===== config.mk =====
export PLATFORM = sky130hd
export DESIGN_NAME = ntid_regs
export DESIGN_NICKNAME = d
export VERILOG_FILES = /design/src/hdl/ntid_regs.v
export VERILOG_INCLUDE_DIRS = /design/src /design/src/shared
export SDC_FILE = /design/constraint.sdc
export NUM_CORES = 1
export LEC_CHECK = 0
export BUFFER_PORTS_ARGS = -buffer_cell sky130_fd_sc_hd__buf_2
export CORE_ASPECT_RATIO = 0.5
export CORE_MARGIN = 8
export CORE_UTILIZATION = 40
export DETAILED_ROUTE_END_ITERATION = 12
export SLEW_MARGIN = 20
export SYNTH_ARGS = -nofsm -noshare
export SYNTH_HDL_FRONTEND = slang
export SYNTH_SLANG_ARGS = --single-unit
export TNS_END_PERCENT = 5

===== constraint.sdc =====
create_clock -name clk -period 7.25 [get_ports clk]
set_input_delay 0.725 -clock clk [delete_from_list [all_inputs] [get_ports clk]]
set_output_delay 0.725 -clock clk [all_outputs]
set_load 0.02 [all_outputs]

===== src/shared/ntid_map.vh =====
// register map, field positions and reset values of the target id/detect bank
// assumes inclusion by bare name from design and bench files
`ifndef NTID_MAP_VH
`define NTID_MAP_VH
`define NTID_IDX_LOW_FIELD    8'h16
`define NTID_IDX_TARGET_ID    8'h17
`define NTID_IDX_DETECT_LVL   8'h18
`define NTID_IDX_PROTO_STAT   8'h19
`define NTID_ADDR_LOW_FIELD   12'h058
`define NTID_ADDR_TARGET_ID   12'h05C
`define NTID_ADDR_DETECT_LVL  12'h060
`define NTID_ADDR_PROTO_STAT  12'h064
`define NTID_ADDR_CE_EVENT    12'h068
`define NTID_ADDR_ID_BYTE0    12'h080
`define NTID_ID_MAX_BYTES     4'hA
`define NTID_DET_RESET        8'h00
`define NTID_PROTO_RESET      5'h00
`define NTID_DET_WMASK        8'hEF
`define NTID_BIT_SDD_EN       5
`define NTID_BIT_EXT_RANGE    3
`define NTID_SZ_4             2'h0
`define NTID_SZ_7             2'h1
`define NTID_SZ_10            2'h2
`define NTID_LEN_4            4'h4
`define NTID_LEN_7            4'h7
`define NTID_LEN_10           4'hA
`define NTID_IRQ_FIELD        8'h04
`define NTID_IRQ_SDD_DONE     8'h08
`define NTID_IRQ_RX_DONE      8'h40
`define NTID_RESP_OKAY        2'h0
`define NTID_RESP_SLVERR      2'h2
`endif


===== src/hdl/ntid_regs.v =====
// target identifier, detection level and target protocol registers
// assumes an axi4-lite master on clk; rf comparators and protocol
// decoder are synchronous inputs from the analog and framing logic
// Behaviour
// - store identifier bytes for anticollision answers
// - size code 00=4, 01=7, 10=10 bytes
// - sdd enable runs internal anticollision engine
// - zero wake level disables wake detection
// - detection level reset only by supply por
// - extended range bit widens rf measurement
// - status shows first command rate, protocol
// - low five bits clear after read burst
// - bits 7,6 live comparator outputs, unlatched
// - bit 4 one for type f coding
// - bit 3 for sens_req or all_req
// - bit 2 for type b command
// - bits 1:0 give first command bit rate
// - field event 0x04, sdd done 0x08
// - rx done 0x40 after sdd; host checks
// - collision threshold from low field bits
//
// Added by the designer: the AXI4-Lite register port.
`timescale 1ns/1ps
`include "ntid_map.vh"
module ntid_regs (
  input  wire        clk,
  input  wire        rst,
  input  wire        vin_por,
  input  wire        enable_n_rst,
  input  wire [11:0] s_axi_awaddr,
  input  wire        s_axi_awvalid,
  output wire        s_axi_awready,
  input  wire [31:0] s_axi_wdata,
  input  wire [3:0]  s_axi_wstrb,
  input  wire        s_axi_wvalid,
  output wire        s_axi_wready,
  output reg  [1:0]  s_axi_bresp,
  output reg         s_axi_bvalid,
  input  wire        s_axi_bready,
  input  wire [11:0] s_axi_araddr,
  input  wire        s_axi_arvalid,
  output wire        s_axi_arready,
  output reg  [31:0] s_axi_rdata,
  output reg  [1:0]  s_axi_rresp,
  output reg         s_axi_rvalid,
  input  wire        s_axi_rready,
  input  wire        read_burst_done,
  input  wire        above_wake_level,
  input  wire        above_collision_level,
  input  wire        first_cmd_valid,
  input  wire        type_f_coding,
  input  wire        passive_106,
  input  wire        type_b_emulation,
  input  wire [1:0]  first_cmd_rate,
  input  wire        field_detected,
  input  wire        sdd_completed,
  input  wire        rx_completed,
  output wire [2:0]  wake_level,
  output wire        wake_detect_on,
  output wire [2:0]  collision_level,
  output wire        extended_rf_range,
  output wire        sdd_enable,
  output wire [3:0]  id_length,
  output wire [79:0] target_id,
  output reg  [7:0]  ce_event_code
);
  // detection level lives on the input supply, so only vin_por clears it
  reg  [7:0]  det_q;
  reg  [7:0]  low_q;
  reg  [7:0]  id_q [0:9];
  reg  [3:0]  id_wptr_q;
  reg  [4:0]  proto_q;
  reg         aw_hold_q;
  reg  [11:0] aw_addr_q;
  reg         w_hold_q;
  reg  [31:0] w_data_q;
  reg  [3:0]  w_strb_q;
  wire        wr_fire;
  wire        rd_fire;
  wire [11:0] wr_addr;
  wire [31:0] wr_data;
  wire        wr_lane0;
  wire        wr_ok;
  reg  [31:0] rd_d;
  reg         rd_ok;
  integer     k;

  assign s_axi_awready = !aw_hold_q && !s_axi_bvalid;
  assign s_axi_wready  = !w_hold_q && !s_axi_bvalid;
  assign wr_addr = aw_hold_q ? aw_addr_q : s_axi_awaddr;
  assign wr_data = w_hold_q ? w_data_q : s_axi_wdata;
  assign wr_lane0 = w_hold_q ? w_strb_q[0] : s_axi_wstrb[0];
  assign wr_fire = (aw_hold_q || s_axi_awvalid) &&
                   (w_hold_q || s_axi_wvalid) && !s_axi_bvalid;
  assign s_axi_arready = !s_axi_rvalid;
  assign rd_fire = s_axi_arvalid && s_axi_arready;

  assign wake_level        = det_q[2:0];
  assign wake_detect_on    = |det_q[2:0];
  assign extended_rf_range = det_q[`NTID_BIT_EXT_RANGE];
  assign sdd_enable        = det_q[`NTID_BIT_SDD_EN];
  assign collision_level   = low_q[2:0];
  // code 11 is illegal; treated as 4 bytes to keep the engine bounded
  assign id_length = (det_q[7:6] == `NTID_SZ_7)  ? `NTID_LEN_7 :
                     (det_q[7:6] == `NTID_SZ_10) ? `NTID_LEN_10 :
                     `NTID_LEN_4;

  genvar g;
  generate
    for (g = 0; g < 10; g = g + 1) begin : g_id
      assign target_id[g*8 +: 8] = id_q[g];
    end
  endgenerate

  assign wr_ok = (wr_addr == `NTID_ADDR_LOW_FIELD) ||
                 (wr_addr == `NTID_ADDR_TARGET_ID) ||
                 (wr_addr == `NTID_ADDR_DETECT_LVL) ||
                 (wr_addr == `NTID_ADDR_PROTO_STAT) ||
                 (wr_addr == `NTID_ADDR_CE_EVENT) ||
                 (wr_addr[11:2] >= `NTID_ADDR_ID_BYTE0 >> 2 &&
                  wr_addr[11:2] < (`NTID_ADDR_ID_BYTE0 >> 2) + 10'd10);

  always @(posedge clk or posedge rst) begin
    if (rst) begin
      aw_hold_q    <= 1'b0;
      aw_addr_q    <= 12'h000;
      w_hold_q     <= 1'b0;
      w_data_q     <= 32'h00000000;
      w_strb_q     <= 4'h0;
      s_axi_bvalid <= 1'b0;
      s_axi_bresp  <= `NTID_RESP_OKAY;
    end else begin
      if (wr_fire) begin
        aw_hold_q    <= 1'b0;
        w_hold_q     <= 1'b0;
        s_axi_bvalid <= 1'b1;
        s_axi_bresp  <= wr_ok ? `NTID_RESP_OKAY : `NTID_RESP_SLVERR;
      end else begin
        if (s_axi_awvalid && s_axi_awready) begin
          aw_hold_q <= 1'b1;
          aw_addr_q <= s_axi_awaddr;
        end
        if (s_axi_wvalid && s_axi_wready) begin
          w_hold_q <= 1'b1;
          w_data_q <= s_axi_wdata;
          w_strb_q <= s_axi_wstrb;
        end
        if (s_axi_bvalid && s_axi_bready)
          s_axi_bvalid <= 1'b0;
      end
    end
  end

  // supply domain register: enable-low does not touch it
  always @(posedge clk or posedge vin_por) begin
    if (vin_por) begin
      det_q <= `NTID_DET_RESET;
    end else if (wr_fire && wr_lane0 &&
                 wr_addr == `NTID_ADDR_DETECT_LVL) begin
      det_q <= wr_data[7:0] & `NTID_DET_WMASK;
    end
  end

  // id bytes: a write to the id port steps a pointer, like a burst
  always @(posedge clk or posedge rst) begin
    if (rst) begin
      low_q     <= 8'h00;
      id_wptr_q <= 4'h0;
      for (k = 0; k < 10; k = k + 1)
        id_q[k] <= 8'h00;
    end else if (wr_fire && wr_lane0) begin
      if (wr_addr == `NTID_ADDR_LOW_FIELD)
        low_q <= wr_data[7:0];
      if (wr_addr == `NTID_ADDR_DETECT_LVL)
        id_wptr_q <= 4'h0;
      if (wr_addr == `NTID_ADDR_TARGET_ID) begin
        id_q[id_wptr_q] <= wr_data[7:0];
        id_wptr_q <= (id_wptr_q + 4'h1 >= id_length) ? 4'h0 :
                     id_wptr_q + 4'h1;
      end
      if (wr_addr[11:2] >= `NTID_ADDR_ID_BYTE0 >> 2 &&
          wr_addr[11:2] < (`NTID_ADDR_ID_BYTE0 >> 2) + 10'd10)
        id_q[wr_addr[5:2]] <= wr_data[7:0];
    end
  end

  // protocol capture; a new first command wins over the read clear
  always @(posedge clk or posedge rst) begin
    if (rst) begin
      proto_q <= `NTID_PROTO_RESET;
    end else if (!enable_n_rst) begin
      proto_q <= `NTID_PROTO_RESET;
    end else if (first_cmd_valid) begin
      proto_q <= {type_f_coding, passive_106, type_b_emulation,
                  first_cmd_rate};
    end else if (read_burst_done) begin
      proto_q <= `NTID_PROTO_RESET;
    end
  end
  // bits 1:0 pass the rate code as decoded, 00 after reset or read clear
  // bit 3 and bit 2 come from the decoder strobes

  // last card-emulation event code; sdd done only when sdd is enabled
  always @(posedge clk or posedge rst) begin
    if (rst) begin
      ce_event_code <= 8'h00;
    end else if (rx_completed) begin
      ce_event_code <= `NTID_IRQ_RX_DONE;
    end else if (sdd_completed && sdd_enable) begin
      ce_event_code <= `NTID_IRQ_SDD_DONE;
    end else if (field_detected) begin
      ce_event_code <= `NTID_IRQ_FIELD;
    end
  end

  always @* begin
    rd_d  = 32'h00000000;
    rd_ok = 1'b1;
    case (s_axi_araddr)
      `NTID_ADDR_LOW_FIELD:  rd_d[7:0] = low_q;
      `NTID_ADDR_TARGET_ID:  rd_d[7:0] = id_q[0];
      `NTID_ADDR_DETECT_LVL: rd_d[7:0] = det_q;
      `NTID_ADDR_PROTO_STAT: rd_d[7:0] = {above_wake_level,
                                         above_collision_level, 1'b0,
                                         proto_q};
      `NTID_ADDR_CE_EVENT:   rd_d[7:0] = ce_event_code;
      default: begin
        if (s_axi_araddr[11:2] >= `NTID_ADDR_ID_BYTE0 >> 2 &&
            s_axi_araddr[11:2] < (`NTID_ADDR_ID_BYTE0 >> 2) + 10'd10)
          rd_d[7:0] = id_q[s_axi_araddr[5:2]];
        else
          rd_ok = 1'b0;
      end
    endcase
  end

  always @(posedge clk or posedge rst) begin
    if (rst) begin
      s_axi_rvalid <= 1'b0;
      s_axi_rdata  <= 32'h00000000;
      s_axi_rresp  <= `NTID_RESP_OKAY;
    end else if (rd_fire) begin
      s_axi_rvalid <= 1'b1;
      s_axi_rdata  <= rd_d;
      s_axi_rresp  <= rd_ok ? `NTID_RESP_OKAY : `NTID_RESP_SLVERR;
    end else if (s_axi_rvalid && s_axi_rready) begin
      s_axi_rvalid <= 1'b0;
    end
  end
endmodule


==> flow_summary.json <==
{
  "ctsResizeCount": 0,
  "grt_pass1_wl_um": 37630,
  "status": "completed",
  "rsz0062_at_grt": "false",
  "critical_path.endpoint_type": "flip-flop",
  "cts_hold_buf": 0,
  "area_delta_synth_final_pct": 18.56,
  "placed_cell_area_sq_mm": 0.008627,
  "gp_congestion": 0.9137,
  "htreeDepth": 4,
  "leakage_uw": 0.004406,
  "nFillCells": 1824,
  "detailedPlace.worstSlack_ns": 3.706,
  "cts_buffer_depth": 2,
  "synth-compound-area-share_pct": 17.71,
  "synthArstFlopShare_pct": 100.0,
  "num_vias": 6269,
  "p_per_area_mw_per_mm2": 264.6,
  "setup_viol_count_final": 0,
  "fp.dieW_um": 212.7,
  "cp_slowest_cell": "dfrtp_1",
  "ant_nets": 0,
  "diodes": 0,
  "path_clk_slew_ns": 0.07,
  "timing.final.ws_setup_ns": 3.610,
  "initial_utilization_pct": 40.25,
  "routed_wirelength_um": 24920,
  "grt_overflow_total": 0,
  "cts_setup_buffers": 0,
  "ys_seq_area_share_pct": 45.90,
  "p_sw_share_pct": 35.50,
  "crit_type": "flip-flop to flip-flop",
  "seqPwrFrac_pct": 41.2,
  "synth_simple_gate_area_share_pct": 12.87,
  "slew_viol_final": 0,
  "insertion_delay_ns": 0.43,
  "critPathMaxFanout": 31,
  "cts_tree": "built",
  "core_sq_mm": 0.01923,
  "period_share_pct": 50.20,
  "wire_per_inst_um": 22.51,
  "worstMarginPinSlew_ns": 0.9912,
  "crit_arrival_ns": 3.95,
  "holdWs_ns": 0.2208,
  "avgSynthCellArea_sq_um": 11.40,
  "ys_warn_count": 0,
  "drive_gt1_share_pct": 36.15,
  "vias_per_cell": 5.663,
  "grt_max_degree": 70,
  "ys_ff_latch": 142,
  "final_nets": 921,
  "cts-buffers-inserted": 17,
  "drc_errors": 0,
  "hpwlAfterDp_um": 18390,
  "finalClockSkew_ns": 0.01446,
  "required_ns": 7.56,
  "p_total_uw": 2429,
  "synth-xor-area-share_pct": 0.2263,
  "syn-instance-count": 679,
  "synth_fa_ha_area_share_pct": 1.778,
  "synth_top_family_by_area": "compound AO/OA/AOI/OAI gates",
  "path_cells": "or4b_4, o22ai_1, nand4_1, a21oi_2, mux2_2",
  "die_h_um": 114.4,
  "io_buffers": 164,
  "syn_area_sq_mm": 0.007741,
  "hold_path.class": "primary input to asynchronous set/reset pin",
  "final_hold_viol_count": 0,
  "max-cap-violations": 0,
  "combPwrFrac_pct": 24.2,
  "grt_pass1_vias": 6278,
  "peakVddDrop_mv": 0.2522,
  "cts_sinks": 142,
  "crit_path_max_incr_delay_ns": 0.88,
  "fin_tns_setup_ns": 0,
  "synth_edf_count": 0,
  "critPathLaunchType": "flip-flop",
  "p_clk_share_pct": 34.6,
  "internal_power_uw": 1566,
  "max_freq_mhz": 274.8,
  "finalCriticalPeriod_ns": 3.640,
  "dieArea_sq_mm": 0.02433,
  "stdcell_area_sq_mm": 0.009178,
  "root_buffer": "clkbuf_16",
  "synthMuxAreaShare_pct": 15.55,
  "row_count": 36,
  "ys.flop_type": "dfrtp_1",
  "p_sw_uw": 862.0,
  "grt_use_total_pct": 20.17,
  "worst_slew_margin_rel_pct": 33.20,
  "io_pins": 223,
  "drtIter0Drc": 409,
  "antenna_found_initial": 0,
  "synth_cell_type_count": 72,
  "drt-pass1-iter-count": 6
}
==> cell type report <==
cell class / count / area (sq um) / area share [%]
Sequential cell: 142 / 3553 / 38.72
Inverter: 14 / 55.05 / 0.5999
Clock inverter: 14 / 125.1 / 1.363
Timing Repair Buffer: 167 / 843.3 / 9.189
Tap cell: 266 / 332.8 / 3.626
Clock buffer: 17 / 425.4 / 4.635
Multi-Input combinational cell: 487 / 3842 / 41.87
==> power by group through the flow <==
stage	combinational (uW)	sequential (uW)	clock [uW]
global route	635	1020	886
CTS	588	1000	851
finish	589	1000	839
floorplan	406	1010	0
global placement	578	1010	0
detailed placement	586	1020	0
==> cell usage after synthesis (all sizes together) (6+ instances only) <==
master / n / area, sq um
a211oi: 17 / 140.1
o21ai: 14 / 70.07
inv: 14 / 52.55
mux2: 58 / 653.1
clkbuf: 17 / 63.81
ha: 11 / 137.6
nor3: 7 / 40.04
a21oi: 39 / 244.0
nand3: 8 / 40.04
mux4: 16 / 360.4
o22a: 15 / 132.6
mux2i: 19 / 190.2
nor2b: 9 / 56.30
buf: 49 / 341.6
dfrtp: 142 / 3553
nand4: 8 / 50.05
nor3b: 11 / 82.58
nand2: 35 / 131.4
nor2: 38 / 142.6
a2bb2oi: 44 / 385.4
a31oi: 7 / 43.79
o22ai: 6 / 37.54
nor4: 7 / 71.31
or2: 11 / 68.82
==> routing by layer <==
metal,up-vias,part of all wire [%],track usage [%]
li1,2822,-,-
met1,3152,45,27.59
met3,20,7.3,4.973
met4,0,0.99,3.934
met5,-,0,0
met2,275,47,32.27
==> stage by stage <==
stage	utilization (%)	cells
final	47.72	1107
after global placement	44.85	1076
after detailed placement	44.85	1076
after CTS	47.72	1107
after global routing	47.72	1107
after floorplan	-	709
==> registers in the layout (all words and copies together), names as in the netlist, 3 cells and up <==
register and flops:
low_q 8, w_data_q 8, proto_q 5, s_axi_rdata 8, id_wptr_q 4, target_id 80
aw_addr_q 12, ce_event_code 3, det_q 7
==> layout by cell type, fill, tap and decap left out, drive strengths merged, types with 6 or more instances in the layout <==
| master | n |
|---|---|
| buf | 167 |
| dfrtp | 142 |
| mux2 | 58 |
| a2bb2oi | 44 |
| a21oi | 39 |
| nor2 | 38 |
| nand2 | 35 |
| conb | 31 |
| inv | 22 |
| mux2i | 19 |
| clkbuf | 17 |
| a211oi | 17 |
| mux4 | 16 |
| o22a | 15 |
| o21ai | 14 |
| or2 | 11 |
| nor3b | 11 |
| ha | 11 |
| nor2b | 9 |
| nand3 | 8 |
| nand4 | 8 |
| a31oi | 7 |
| nor3 | 7 |
| nor4 | 7 |
| o22ai | 6 |
==> cells by family after synthesis <==
family          Yosys count
xor+xnor                  2
fa+ha+maj                11
mux                      93
flops                   142
buf+inv                  80
compound gates          177
other cells               1
simple gates            173
==> final timing paths <==
kind	start	endpoint	slack, ns	depth (start not counted)
worst max-delay path	aw_hold_q	target_id[64]	3.61	5
worst min-delay path	vin_por	det_q[1]	0.22	2
worst max register to register	aw_hold_q	target_id[64]	3.61	5
worst min register to register	s_axi_rresp[1]	s_axi_rresp[1]	0.48	2
max in group asynchronous	rst	aw_addr_q[10]	5.32	3
min in group clk	rx_completed	ce_event_code[3]	0.47	2
==> worst max-delay path: cells and delay by family (launching register included) <==
| kind | cells | cell delay [ns] |
|---|---|---|
| flip-flops | 1 | 0.88 |
| multiplexers | 1 | 0.39 |
| AND/OR/NAND/NOR | 2 | 0.99 |
| AO/OA/AOI/OAI | 2 | 1.26 |
Power figures use the tool's default switching activity.
